==> config.mk <==
export PLATFORM = sky130hd
export DESIGN_NAME = eeprom_write_protect
export DESIGN_NICKNAME = d
export VERILOG_FILES = /design/src/byte_fifo.v /design/src/eeprom_write_protect.v
export VERILOG_INCLUDE_DIRS = /design/src /design/src/shared
export SDC_FILE = /design/constraint.sdc
export NUM_CORES = 1
export LEC_CHECK = 0
export ABC_AREA = 1
export BUFFER_PORTS_ARGS = -buffer_cell sky130_fd_sc_hd__buf_4
export CAP_MARGIN = 20
export CORE_MARGIN = 3
export CORE_UTILIZATION = 55
export DETAILED_ROUTE_END_ITERATION = 10
export PLACE_DENSITY_LB_ADDON = 0.12
export SYNTH_ARGS = -nofsm -noshare
export SYNTH_HDL_FRONTEND = slang
export SYNTH_SLANG_ARGS = --single-unit
==> constraint.sdc <==
create_clock -name mclk -period 2.8 [get_ports mclk]
set_input_delay 0.28 -clock mclk [delete_from_list [all_inputs] [get_ports mclk]]
set_output_delay 0.28 -clock mclk [all_outputs]
set_load 0.02 [all_outputs]
==> src/shared/eeprom_wp_defines.vh <==
// constants of the two-wire eeprom write and protection path
// assumes a 100 MHz system clock and a byte wide memory store outside
`ifndef EEPROM_WP_DEFINES_VH
`define EEPROM_WP_DEFINES_VH

// ****************************************************************
// control byte fields
// ****************************************************************
`define TYPE_ARRAY          4'hA
`define TYPE_PROTECT        4'h6
`define RW_READ             1'h1

// ****************************************************************
// accepted write command kinds
// ****************************************************************
`define CMD_ARRAY           2'h0
`define CMD_PERM_SET        2'h1
`define CMD_REV_SET         2'h2
`define CMD_REV_CLEAR       2'h3

// ****************************************************************
// array layout
// ****************************************************************
`define ADDR_W              8
`define DATA_W              8
`define PAGE_BITS           4
`define LOWER_HALF_BIT      7
`define BITS_PER_BYTE       4'h8

// ****************************************************************
// timing
// ****************************************************************
`define INTERNAL_WRITE_TIME_US 5000
`define CLK_MHZ             100
`define WRITE_CYCLES        (`INTERNAL_WRITE_TIME_US * `CLK_MHZ)
`define TIMER_W             24

// ****************************************************************
// buffering
// ****************************************************************
`define FIFO_DEPTH          32

`endif

==> src/byte_fifo.v <==
// synchronous fifo with valid and ready on both sides
// assumes one clock and a synchronous active high reset
`timescale 1ns/1ps
`default_nettype none

module byte_fifo #(
    parameter WIDTH = 16,
    parameter DEPTH = 32,
    parameter AW    = 5
) (
    input  wire             mclk,
    input  wire             srst,
    input  wire             clr,
    input  wire             in_valid,
    output wire             in_ready,
    input  wire [WIDTH-1:0] in_data,
    output wire             out_valid,
    input  wire             out_ready,
    output wire [WIDTH-1:0] out_data
);

    reg [WIDTH-1:0] store [0:DEPTH-1];
    reg [AW-1:0]    wr_ptr;
    reg [AW-1:0]    rd_ptr;
    reg [AW:0]      count;
    wire            push;
    wire            pop;

    assign in_ready  = (count != DEPTH[AW:0]);
    assign out_valid = (count != {(AW+1){1'b0}});
    assign out_data  = store[rd_ptr];
    assign push      = in_valid & in_ready;
    assign pop       = out_valid & out_ready;

    always @(posedge mclk) begin
        if (push) begin
            store[wr_ptr] <= in_data;
        end
    end

    always @(posedge mclk) begin
        if (srst || clr) begin
            wr_ptr <= {AW{1'b0}};
            rd_ptr <= {AW{1'b0}};
            count  <= {(AW+1){1'b0}};
        end else begin
            if (push) begin
                wr_ptr <= (wr_ptr == DEPTH[AW-1:0] - 1'b1) ? {AW{1'b0}} : wr_ptr + 1'b1;
            end
            if (pop) begin
                rd_ptr <= (rd_ptr == DEPTH[AW-1:0] - 1'b1) ? {AW{1'b0}} : rd_ptr + 1'b1;
            end
            if (push && !pop) begin
                count <= count + 1'b1;
            end else if (pop && !push) begin
                count <= count - 1'b1;
            end
        end
    end

endmodule // byte_fifo

`default_nettype wire

==> src/eeprom_write_protect.v <==
// write path and write protection of a 256 byte two-wire eeprom slave
// assumes scl, sda and the strap pins arrive asynchronously; memory store
// accepts writes on a valid/ready port; flags live here and srst models a blank part
//
// How it works
// - after an acked write address, take a word address and data byte, acking both
// - a stop ending a write starts the timed cycle; bus ignored until it ends
// - protected bytes are still acked, then dropped, and the full cycle still runs
// - after the first data byte up to fifteen more form a 16-byte page
// - every received data byte of a page is acked low
// - after each data byte only the low four address bits count up
// - the in-page address wraps to the page start, later bytes overwrite earlier
// - no ack to a control byte while busy; normal acks once the cycle ends
// - software flags guard the lower half; the protect pin guards everything
// - a type 0110 write sets the permanent flag, pin low, then a write cycle
// - once set the permanent flag stays; 0110 control bytes with high voltage low get no ack
// - byte 01100010 with pins 0,0 and high voltage sets the reversible flag
// - byte 01100110 with pins 0,1 and high voltage clears the reversible flag
// - protect pin high guards all bytes and refuses flag programming
// - protect pin low or floating leaves protection to the two flags
// - pin low, any flag set: only upper half written; no flag: all written
// - permanent status read not acked when set, acked with junk when clear
// - reversible set or status read not acked when that flag is set
// - reversible clear not acked when permanent is set, else clears the flag
// - control byte is type code, three select bits to match, then read bit
// - each byte is acked by pulling data low in the ninth clock
`timescale 1ns/1ps
`default_nettype none
`include "eeprom_wp_defines.vh"

module eeprom_write_protect #(
    parameter [`TIMER_W-1:0] WRITE_CYCLES = `WRITE_CYCLES,
    parameter                FIFO_DEPTH   = `FIFO_DEPTH
) (
    input  wire               mclk,
    input  wire               srst,
    input  wire               scl_in,
    input  wire               sda_in,
    output reg                sda_out,
    output reg                sda_oe_n,
    input  wire               write_protect_pin,
    input  wire               chip_select_bit0,
    input  wire               chip_select_bit1,
    input  wire               chip_select_bit2,
    input  wire               high_voltage_level,
    output reg                mem_wr_valid,
    input  wire               mem_wr_ready,
    output reg  [`ADDR_W-1:0] mem_wr_addr,
    output reg  [`DATA_W-1:0] mem_wr_data,
    output reg                write_busy,
    output reg                permanent_lock_flag,
    output reg                reversible_lock_flag
);

    // ****************************************************************
    // states
    // ****************************************************************
    localparam [6:0] ST_IDLE  = 7'h01;
    localparam [6:0] ST_DEV   = 7'h02;
    localparam [6:0] ST_ACK   = 7'h04;
    localparam [6:0] ST_WADDR = 7'h08;
    localparam [6:0] ST_DATA  = 7'h10;
    localparam [6:0] ST_SKIP  = 7'h20;
    localparam [6:0] ST_BUSY  = 7'h40;

    // ****************************************************************
    // input synchronisers
    // ****************************************************************
    reg  [5:0] meta;
    reg  [5:0] sync;
    reg        scl_d;
    reg        sda_d;
    wire       scl_s = sync[0];
    wire       sda_s = sync[1];
    wire       wp_s  = sync[2];
    wire       cs0_s = sync[3];
    wire       cs1_s = sync[4];
    wire       hv_s  = sync[5];
    reg        cs2_m;
    reg        cs2_s;

    always @(posedge mclk) begin
        if (srst) begin
            meta  <= 6'h03;
            sync  <= 6'h03;
            cs2_m <= 1'b0;
            cs2_s <= 1'b0;
            scl_d <= 1'b1;
            sda_d <= 1'b1;
        end else begin
            meta  <= {high_voltage_level, chip_select_bit1, chip_select_bit0,
                      write_protect_pin, sda_in, scl_in};
            sync  <= meta;
            cs2_m <= chip_select_bit2;
            cs2_s <= cs2_m;
            scl_d <= scl_s;
            sda_d <= sda_s;
        end
    end

    wire scl_rise   = scl_s & ~scl_d;
    wire scl_fall   = ~scl_s & scl_d;
    wire start_cond = scl_s & scl_d & sda_d & ~sda_s;
    wire stop_cond  = scl_s & scl_d & ~sda_d & sda_s;

    // ****************************************************************
    // control byte decode
    // ****************************************************************
    reg  [7:0] shreg;
    reg  [3:0] bitcnt;

    wire [2:0] pin_cs   = {cs2_s, cs1_s, cs0_s | hv_s};
    wire       rw_bit   = (shreg[0] == `RW_READ);
    wire       match    = (shreg[3:1] == pin_cs);
    wire       is_array = (shreg[7:4] == `TYPE_ARRAY) & match;
    wire       is_prot  = (shreg[7:4] == `TYPE_PROTECT) & match;
    wire       rev_pins = hv_s & ~cs2_s;
    wire       rev_set  = is_prot & rev_pins & ~cs1_s & ~rw_bit;
    wire       rev_rd   = is_prot & rev_pins & ~cs1_s & rw_bit;
    wire       rev_clr  = is_prot & rev_pins & cs1_s & ~rw_bit;
    wire       perm_op  = is_prot & ~hv_s;
    wire       ack_dev  = is_array
                        | ((rev_set | rev_rd) & ~reversible_lock_flag)
                        | (rev_clr & ~permanent_lock_flag)
                        | (perm_op & ~permanent_lock_flag);
    wire [1:0] dev_cmd  = rev_set ? `CMD_REV_SET :
                          rev_clr ? `CMD_REV_CLEAR :
                          perm_op ? `CMD_PERM_SET : `CMD_ARRAY;

    // ****************************************************************
    // page buffer
    // ****************************************************************
    reg                 fifo_wr;
    reg  [15:0]         fifo_din;
    reg                 fifo_clr;
    wire                fifo_in_ready;
    wire                fifo_out_valid;
    wire [15:0]         fifo_dout;
    wire                drain = write_busy & (~mem_wr_valid | mem_wr_ready);

    byte_fifo #(
        .WIDTH (16),
        .DEPTH (FIFO_DEPTH),
        .AW    ($clog2(FIFO_DEPTH))
    ) u_page_buf (
        .mclk      (mclk),
        .srst      (srst),
        .clr       (fifo_clr),
        .in_valid  (fifo_wr),
        .in_ready  (fifo_in_ready),
        .in_data   (fifo_din),
        .out_valid (fifo_out_valid),
        .out_ready (drain),
        .out_data  (fifo_dout)
    );

    // ****************************************************************
    // byte protection
    // ****************************************************************
    reg  [`ADDR_W-1:0] addr;
    reg  [1:0]         cmd;
    wire               byte_prot = wp_s
                                 | ((permanent_lock_flag | reversible_lock_flag)
                                    & ~addr[`LOWER_HALF_BIT]);
    wire               data_ack  = (cmd != `CMD_ARRAY) | fifo_in_ready | fifo_wr;

    // ****************************************************************
    // bus engine and write cycle
    // ****************************************************************
    reg [6:0]          state;
    reg [6:0]          after_ack;
    reg                pending;
    reg [`TIMER_W-1:0] timer;

    always @(posedge mclk) begin
        if (srst) begin
            state                <= ST_IDLE;
            after_ack            <= ST_IDLE;
            shreg                <= 8'h00;
            bitcnt               <= 4'h0;
            addr                 <= 8'h00;
            cmd                  <= `CMD_ARRAY;
            pending              <= 1'b0;
            timer                <= {`TIMER_W{1'b0}};
            fifo_wr              <= 1'b0;
            fifo_din             <= 16'h0000;
            fifo_clr             <= 1'b0;
            sda_out              <= 1'b0;
            sda_oe_n             <= 1'b1;
            write_busy           <= 1'b0;
            permanent_lock_flag  <= 1'b0;
            reversible_lock_flag <= 1'b0;
        end else begin
            fifo_wr  <= 1'b0;
            fifo_clr <= 1'b0;
            if (state == ST_BUSY) begin
                // bus fully ignored while the cycle runs
                sda_oe_n <= 1'b1;
                if (timer != {`TIMER_W{1'b0}}) begin
                    timer <= timer - 1'b1;
                end else if (!fifo_out_valid && !mem_wr_valid) begin
                    write_busy <= 1'b0;
                    state      <= ST_IDLE;
                end
            end else if (stop_cond) begin
                sda_oe_n <= 1'b1;
                bitcnt   <= 4'h0;
                pending  <= 1'b0;
                if (pending) begin
                    // every write, protected or not, runs the full time
                    state      <= ST_BUSY;
                    write_busy <= 1'b1;
                    timer      <= WRITE_CYCLES - 1'b1;
                    if (!wp_s) begin
                        case (cmd)
                            `CMD_PERM_SET: begin
                                permanent_lock_flag <= 1'b1;
                            end
                            `CMD_REV_SET: begin
                                reversible_lock_flag <= 1'b1;
                            end
                            `CMD_REV_CLEAR: begin
                                reversible_lock_flag <= 1'b0;
                            end
                            default: begin
                            end
                        endcase
                    end
                end else begin
                    state <= ST_IDLE;
                end
            end else if (start_cond) begin
                sda_oe_n <= 1'b1;
                bitcnt   <= 4'h0;
                state    <= ST_DEV;
                if (pending) begin
                    pending  <= 1'b0;
                    fifo_clr <= 1'b1;
                end
            end else begin
                case (state)
                    ST_DEV, ST_WADDR, ST_DATA: begin
                        if (scl_rise && bitcnt != `BITS_PER_BYTE) begin
                            shreg  <= {shreg[6:0], sda_s};
                            bitcnt <= bitcnt + 1'b1;
                        end else if (scl_fall && bitcnt == `BITS_PER_BYTE) begin
                            state <= ST_ACK;
                            if (state == ST_DEV) begin
                                sda_oe_n  <= ~ack_dev;
                                cmd       <= dev_cmd;
                                after_ack <= (ack_dev && !rw_bit) ? ST_WADDR : ST_SKIP;
                            end else if (state == ST_WADDR) begin
                                sda_oe_n  <= 1'b0;
                                after_ack <= ST_DATA;
                                if (cmd == `CMD_ARRAY) begin
                                    addr <= shreg;
                                end
                            end else begin
                                sda_oe_n  <= ~data_ack;
                                after_ack <= data_ack ? ST_DATA : ST_SKIP;
                                if (data_ack) begin
                                    pending <= 1'b1;
                                    if (cmd == `CMD_ARRAY) begin
                                        addr[`PAGE_BITS-1:0] <= addr[`PAGE_BITS-1:0] + 1'b1;
                                        fifo_wr  <= ~byte_prot;
                                        fifo_din <= {addr, shreg};
                                    end
                                end
                            end
                        end
                    end
                    ST_ACK: begin
                        if (scl_fall) begin
                            sda_oe_n <= 1'b1;
                            bitcnt   <= 4'h0;
                            state    <= after_ack;
                        end
                    end
                    ST_IDLE, ST_SKIP: begin
                        sda_oe_n <= 1'b1;
                    end
                    default: begin
                        state <= ST_IDLE;
                    end
                endcase
            end
        end
    end

    // ****************************************************************
    // memory store port
    // ****************************************************************
    always @(posedge mclk) begin
        if (srst) begin
            mem_wr_valid <= 1'b0;
            mem_wr_addr  <= 8'h00;
            mem_wr_data  <= 8'h00;
        end else if (!mem_wr_valid || mem_wr_ready) begin
            mem_wr_valid <= drain & fifo_out_valid;
            mem_wr_addr  <= fifo_dout[15:8];
            mem_wr_data  <= fifo_dout[7:0];
        end
    end

endmodule // eeprom_write_protect

`default_nettype wire

=== Word-level counts from Yosys, hierarchy flattened ===
Memory sizes are Yosys's and may differ from the RTL's. A register that Yosys moved wholly into a read port is not among the register bits.
Cells that the tools add are included.

* Bits in registers: 116
* RAM bits: 512
* Memories: 1

{| class="wikitable"
|+ Memories
! memory !! words !! bits a word !! read ports !! clocked after Yosys merged registers in !! wr ports !! line !! text
|-
| u_page_buf.store || 32 || 16 || 1 || 1 || 1 || byte_fifo.v:22 || <nowiki>reg [WIDTH-1:0] store [0:DEPTH-1];</nowiki>
|}

* $add $sub $neg: 7
* Equal/unequal tests: 33
* Mux-type cells: 57
* Bitwise gates (word level): 59
* Reductions and logical operators: 46

{| class="wikitable"
|+ Operators by type and width
! cell !! count
|-
| 2-to-1 mux 24 bit || 4
|-
| 2-to-1 mux 7 bit || 9
|-
| 2-to-1 mux 6 bit || 6
|-
| 2-to-1 mux 4 bit || 8
|-
| NOT 1 bit || 25
|-
| bitwise AND 1 bit || 24
|-
| nonzero test 24 bit || 1
|-
| subtractor 24 x 1 -> 24 bit (second input constant) || 1
|-
| 2-to-1 mux 1 bit || 22
|-
| one-hot mux 7 bit (3 select lines) || 1
|-
| AND reduction 9 bit || 2
|-
| inequality test 4 bit (second input constant) || 4
|-
| inequality test 5 bit (second input constant) || 3
|-
| AND reduction 5 bit || 3
|-
| AND reduction 7 bit || 2
|-
| AND reduction 4 bit || 3
|-
| AND reduction 6 bit || 2
|-
| nonzero test 2 bit || 6
|-
| nonzero test 3 bit || 4
|-
| OR reduction 11 bit || 1
|-
| adder 5 x 1 -> 5 bit (second input constant) || 2
|-
| equality test 5 bit (second input constant) || 2
|-
| 2-to-1 mux 5 bit || 2
|-
| bitwise OR 1 bit || 10
|-
| 34 further kinds || 55
|}

=== Longest topological paths before layout ===
* Depth after elaboration: 16
* Gate-level depth with buffers: 18
* Gate-level depth less buffers: 18

=== Modules after synthesis ===
A second synthesis with hierarchy kept.

* Cells, all modules: 2,620
* Area, all modules: 27,167.3 um2

{| class="wikitable"
|+ Modules (own cells, without submodules)
! module !! times used !! cells each !! area each (um2) !! sequential area each (um2)
|-
| byte_fifo || 1 || 1,919 || 22,099.9 || 15,795.1
|-
| eeprom_write_protect || 1 || 701 || 5,067.4 || 2,262.2
|}

=== Worst setup path before layout ===
Ideal clock, no wire load.

* Path kind: reg-to-reg
* Start point: reg u_page_buf.count[0]
* End point: mem u_page_buf.store[7][0] (enable)
* Setup time: 0.409 ns
* Arrival: 2.055 ns
* Slack: 0.336 ns
* Stages on the path, launching flop included: 7
* Buffers on the path: 0
* Path through: dfxtp_1 -> nor2_1 -> nand3_1 -> nor2_2 -> nor2_2 -> inv_2 -> nor3_1

* Cells in the longest elaborated chain, start to end: 4

{| class="wikitable"
|+ RTL lines
! what !! line !! text
|-
| start, declared || byte_fifo.v:25 || <nowiki>reg [AW:0] count;</nowiki>
|-
| start signal, assigned || byte_fifo.v:45 || <nowiki>count <= {(AW+1){1'b0}};</nowiki>
|-
| start signal, assigned || byte_fifo.v:54 || <nowiki>count <= count + 1'b1;</nowiki>
|-
| start signal, assigned || byte_fifo.v:56 || <nowiki>count <= count - 1'b1;</nowiki>
|-
| inequality test 6 bit || byte_fifo.v:29 || <nowiki>assign in_ready = (count != DEPTH[AW:0]);</nowiki>
|-
| bitwise AND 1 bit || byte_fifo.v:32 || <nowiki>assign push = in_valid & in_ready;</nowiki>
|-
| via u_page_buf.push || byte_fifo.v:26 || <nowiki>wire push;</nowiki>
|-
| 2-to-1 mux 1 bit || byte_fifo.v:36 || <nowiki>if (push) begin</nowiki>
|-
| 2-to-1 mux 1 bit (not written as such) || byte_fifo.v:37 || <nowiki>store[wr_ptr] <= in_data;</nowiki>
|-
| end, declared || byte_fifo.v:22 ||
|}

The timed path passes the listed nets, and every way through them passes these cells.

=== Final worst setup path ===
* Start point: reg u_page_buf.count[0]
* End point: reg u_page_buf.count[5]

* Cells in the longest elaborated chain, start to end: 5
* Elaborated cells between the ends (all ways): 13
* Classes of those cells: 2 x add/sub; 1 x eq/ne; 2 x mux; 2 x bitwise; 6 x reduce/logical

{| class="wikitable"
|+ RTL lines
! what !! line !! text
|-
| inequality test 6 bit * || byte_fifo.v:29 ||
|-
| bitwise AND 1 bit * || byte_fifo.v:32 ||
|-
| via u_page_buf.push || byte_fifo.v:26 ||
|-
| zero test 1 bit || byte_fifo.v:55 || <nowiki>end else if (pop && !push) begin</nowiki>
|-
| logical AND 1 bit || byte_fifo.v:55 ||
|-
| nonzero test 2 bit (no source line) || - ||
|}

The timed path passes the listed nets; every way through them passes the cells marked *. The select of a mux whose other input is x is not followed.
A chain may end at the register's enable or synchronous reset.

==> key figures <==
Run status
  – Outcome: completed

Timing
  – Setup TNS Final: 0 ns
  – Worst hold slack: approximately 0.24 ns
  – Worst Tran Pin Value: 0.860 ns
  – Slew Limit Headroom: 0.426
  – Period utilization: 0.864
  – Achievable Freq: 0.413 GHz
  – Setup Skew: 0.0196 ns
  – Setup Viol. Count Final: 0
  – RSZ-0062 raised after global routing: false
  – Final slew viol count: 0
  – Hold Fails Final Rpt: 0
  – Minimum clock period: 2.42 ns

Global route
  – Gr usage total: 0.259
  – Number of global-route vias before repair: 17,500
  – First-pass GRT wire length: 101,000 um
  – Largest net degree at the start of global routing: between 80 and 90
  – Global route total overflow: 0
  – Initial antenna violation count: 1

Synthesis
  – Gate count of the mapped netlist: around 2,400
  – Post-synth EDFFs: 512
  – Post-synth ARST share: 0
  – Top_reg_cell synth: edfxtp_1
  – Synth unique cells: 51
  – Mean Syn Cell Area: 11.2 sq um
  – Seq cells post-synth: ~640
  – Post-Syn Nets: 2,403
  – Synthesized area: 0.0265 sq mm
  – Register area share after synthesis: 0.677
  – Syn. warnings: 0

Place
  – Hpwl dp: 37,700 um
  – Port buffer count: 30
  – Gpl congestion: 0.864
  – Placed Area: 0.0276 sq mm
  – Placed insts: ~3,000

Hold path
  – Hold EP: mem_wr_addr[7]$_SDFFE_PP0N_
  – Hold_sp: mem_wr_ready
  – Worst hold path depth: 5
  – Hold/Removal Path Class: in -> reg

Cells and area
  – NumNets Final: 2,456
  – Post-layout util: 0.630
  – Share of post-route cells with drive strength above 1: 0.108
  – Area of the multi-input gates: 0.00748 sq mm
  – Layout area overhead: 11.9%
  – Sequential cell area: 0.0180 sq mm
  – Fill cells: 3,639
  – Non-Filler Instances: slightly above 3,000
  – Fin area: 0.0297 sq mm
  – Diode count: 0

Floorplan
  – Die area: 0.0509 sq mm
  – Initial Util: 0.563
  – Die Wd: 226 um
  – FP Rows: 79
  – Ports: 32
  – Core outline area: around 0.047 sq mm
  – Die H: between 200 and 250 um

Power and ir drop
  – Power Dens Cells: approximately 640 mW/mm^2
  – Int Pwr: 15.1 mW
  – Clock power share: 0.423
  – Sequential share of power: 0.538
  – Leakage: 11.9 nW
  – Sw power: slightly above 4 mW
  – VDD IR max: 0.559 mV
  – Combinational power share: 0.039
  – Switching share of total power: 0.211

Clocking
  – Clock Sinks: 641
  – Number of setup buffers added after CTS: 0
  – Number of buffers created by CTS: 61
  – Clock Path Buffers: 3
  – H-tree levels: 2
  – Worst skew pair latency: 0.64 ns
  – Worst-path clk slew: ~0.060 ns
  – Root buf cell: clkbuf_16
  – CTS tree: done

Routing
  – Drt initial violations: 1,851
  – Drt pass-1 iters: 5
  – Detailed Route WL: 65,400 um
  – Residual DRC: 0
  – Drt wl/cell: roughly 21 um
  – Post-DRT Antenna Nets: 0
  – Via count: 18,100
  – DR vias/cell: 5.86

Setup path
  – Worst EP required: ~3.4 ns
  – WS Path Type: reg -> reg
  – Flop-to-flop setup slack: 0.38 ns
  – Reg-to-reg endpoint: u_page_buf.count[5]$_SDFFE_PP0P_
  – R2R Path Start: u_page_buf.count[0]$_SDFFE_PP0P_
  – Crit start category: flip-flop
  – Max FO, Critical Path: 5
  – Critical Path End Type: flip-flop
  – Reg2Reg Depth: 18
  – Critical path arrival: roughly 3 ns

Job
  – Max-Cap Viols: 0
[area by class of cell]
type / count / area share
inverters: 118 / 0.0154
clock buffers: 74 / 0.0537
well taps: 607 / 0.0256
clock inverters: 42 / 0.0120
repair buffers: 124 / 0.0362
multi-input cells: 1483 / 0.252
flip-flops and latches: 641 / 0.605
[power groups by stage]
stage	combinational, mW	clock [mW]	sequential [mW]
floorplan	0.576	0	10.5
global placement	0.709	0	10.5
detailed placement	0.725	0	10.5
CTS	0.741	8.21	10.3
global route	0.851	8.58	10.3
finish	0.741	8.08	10.3
[what timing repair did]
| action | 4_1_cts | 5_1_grt |
|---|---|---|
| endpoints found under the setup margin | 0 | 1 |
| endpoints found under the hold margin | 17 | 0 |
| gates resized for setup | 0 | 2 |
| hold buffers | 13 | 0 |
[synth_stat cells (5+ instances only)]
master / count / share of area
a21oi_1: 114 / 0.021
a21oi_2: 5 / 0.0016
buf_2: 56 / 0.011
buf_4: 8 / 0.0023
buf_6: 9 / 0.0038
clkbuf_1: 56 / 0.0079
dfxtp_1: 129 / 0.097
edfxtp_1: 512 / 0.58
ha_1: 16 / 0.0075
inv_1: 97 / 0.014
inv_2: 15 / 0.0021
nand2_1: 185 / 0.026
nand2_4: 8 / 0.0034
nand3_1: 106 / 0.020
nand3_2: 7 / 0.0026
nand4_1: 16 / 0.0038
nor2_1: 485 / 0.069
nor2_4: 5 / 0.0021
nor3_1: 13 / 0.0025
o211ai_1: 105 / 0.030
o21ai_0: 323 / 0.061
o21ai_1: 8 / 0.0015
o221ai_1: 25 / 0.0082
o22ai_1: 5 / 0.0012
xnor2_1: 8 / 0.0026
xor2_1: 11 / 0.0036
[routing by layer]
layer / up-vias / part of all wire / track usage
li1: 8558 / - / -
met1: 8771 / 0.43 / 0.351
met2: 651 / 0.48 / 0.428
met3: 134 / 0.064 / 0.0425
met4: 2 / 0.032 / 0.0906
met5: - / 0.00020 / 0
[metrics by stage]
step,power (mW),setup WS [ns]
floorplan,11.0,0.336
global placement,11.2,0.334
detailed placement,11.2,0.298
CTS,19.2,0.300
global route,19.7,0.0618
finish,19.1,0.381
[state kept, by name, summed over array words and instances, names as in the netlist, 2 cells and up]
signal	flops
state	7
u_page_buf.store	512
cmd	2
fifo_din	16
shreg	8
timer	24
after_ack	4
u_page_buf.count	6
addr	8
meta	6
u_page_buf.wr_ptr	5
mem_wr_addr	8
mem_wr_data	8
u_page_buf.rd_ptr	5
sync	6
bitcnt	4
[cells in the final DEF (no fill, tap or decap), drive strengths merged, types with 5 or more instances in the layout]
cell / netlist / final
dlygate4sd3: 0 / 13
or2: 5 / 5
bufinv: 0 / 6
nor3: 17 / 17
o211ai: 105 / 105
edfxtp: 512 / 512
nor2: 495 / 495
o22ai: 5 / 5
inv: 114 / 116
buf: 77 / 111
clkinv: 4 / 36
nand4: 17 / 17
clkbuf: 57 / 74
dfxtp: 129 / 129
ha: 16 / 16
o21ai: 332 / 332
xnor2: 8 / 8
nand3: 116 / 116
nand2: 197 / 197
a21oi: 119 / 119
o221ai: 25 / 25
xor2: 11 / 11
[cell families (layout without fill, tap and decap cells)]
group | after synthesis | in the layout | share of synthesized area
fa+ha+maj | 17 | 17 | 0.00830
flops | 641 | 641 | 0.677
simple gates | 855 | 855 | 0.140
other cells | 1 | 1 | 0.000141
xor+xnor | 19 | 19 | 0.00627
buf+inv | 252 | 358 | 0.0424
compound gates | 591 | 591 | 0.126
[how the worst max path moves through the flow]
stage,cells past startpoint,endpoint,from,slack (ns)
after floorplan,6,u_page_buf.store[7][0]$_DFFE_PP_,u_page_buf.count[0]$_SDFFE_PP0P_,0.34
after global placement,18,u_page_buf.count[5]$_SDFFE_PP0P_,u_page_buf.count[0]$_SDFFE_PP0P_,0.33
after detailed placement,18,u_page_buf.count[5]$_SDFFE_PP0P_,u_page_buf.count[0]$_SDFFE_PP0P_,0.30
after CTS,18,u_page_buf.count[5]$_SDFFE_PP0P_,u_page_buf.count[2]$_SDFFE_PP0P_,0.30
after global routing,18,u_page_buf.count[5]$_SDFFE_PP0P_,u_page_buf.count[0]$_SDFFE_PP0P_,0.06
final,18,u_page_buf.count[5]$_SDFFE_PP0P_,u_page_buf.count[0]$_SDFFE_PP0P_,0.38
[worst max-delay path, cell delays in order (launching register included)]
cell     delay, ns
dfxtp_1       0.35
nor2_1        0.15
nand3_1       0.11
nor2_2        0.15
nor2_2        0.06
ha_1          0.21
inv_2         0.11
ha_1          0.29
a21oi_1       0.15
nand2_1       0.09
nand2_1       0.07
nand2_1       0.05
a21oi_1       0.17
nor2_1        0.06
nor2_1        0.08
nand2_1       0.07
nand2_1       0.05
nand2_1       0.05
nor2_1        0.09
(Power assumes the default switching activity.)
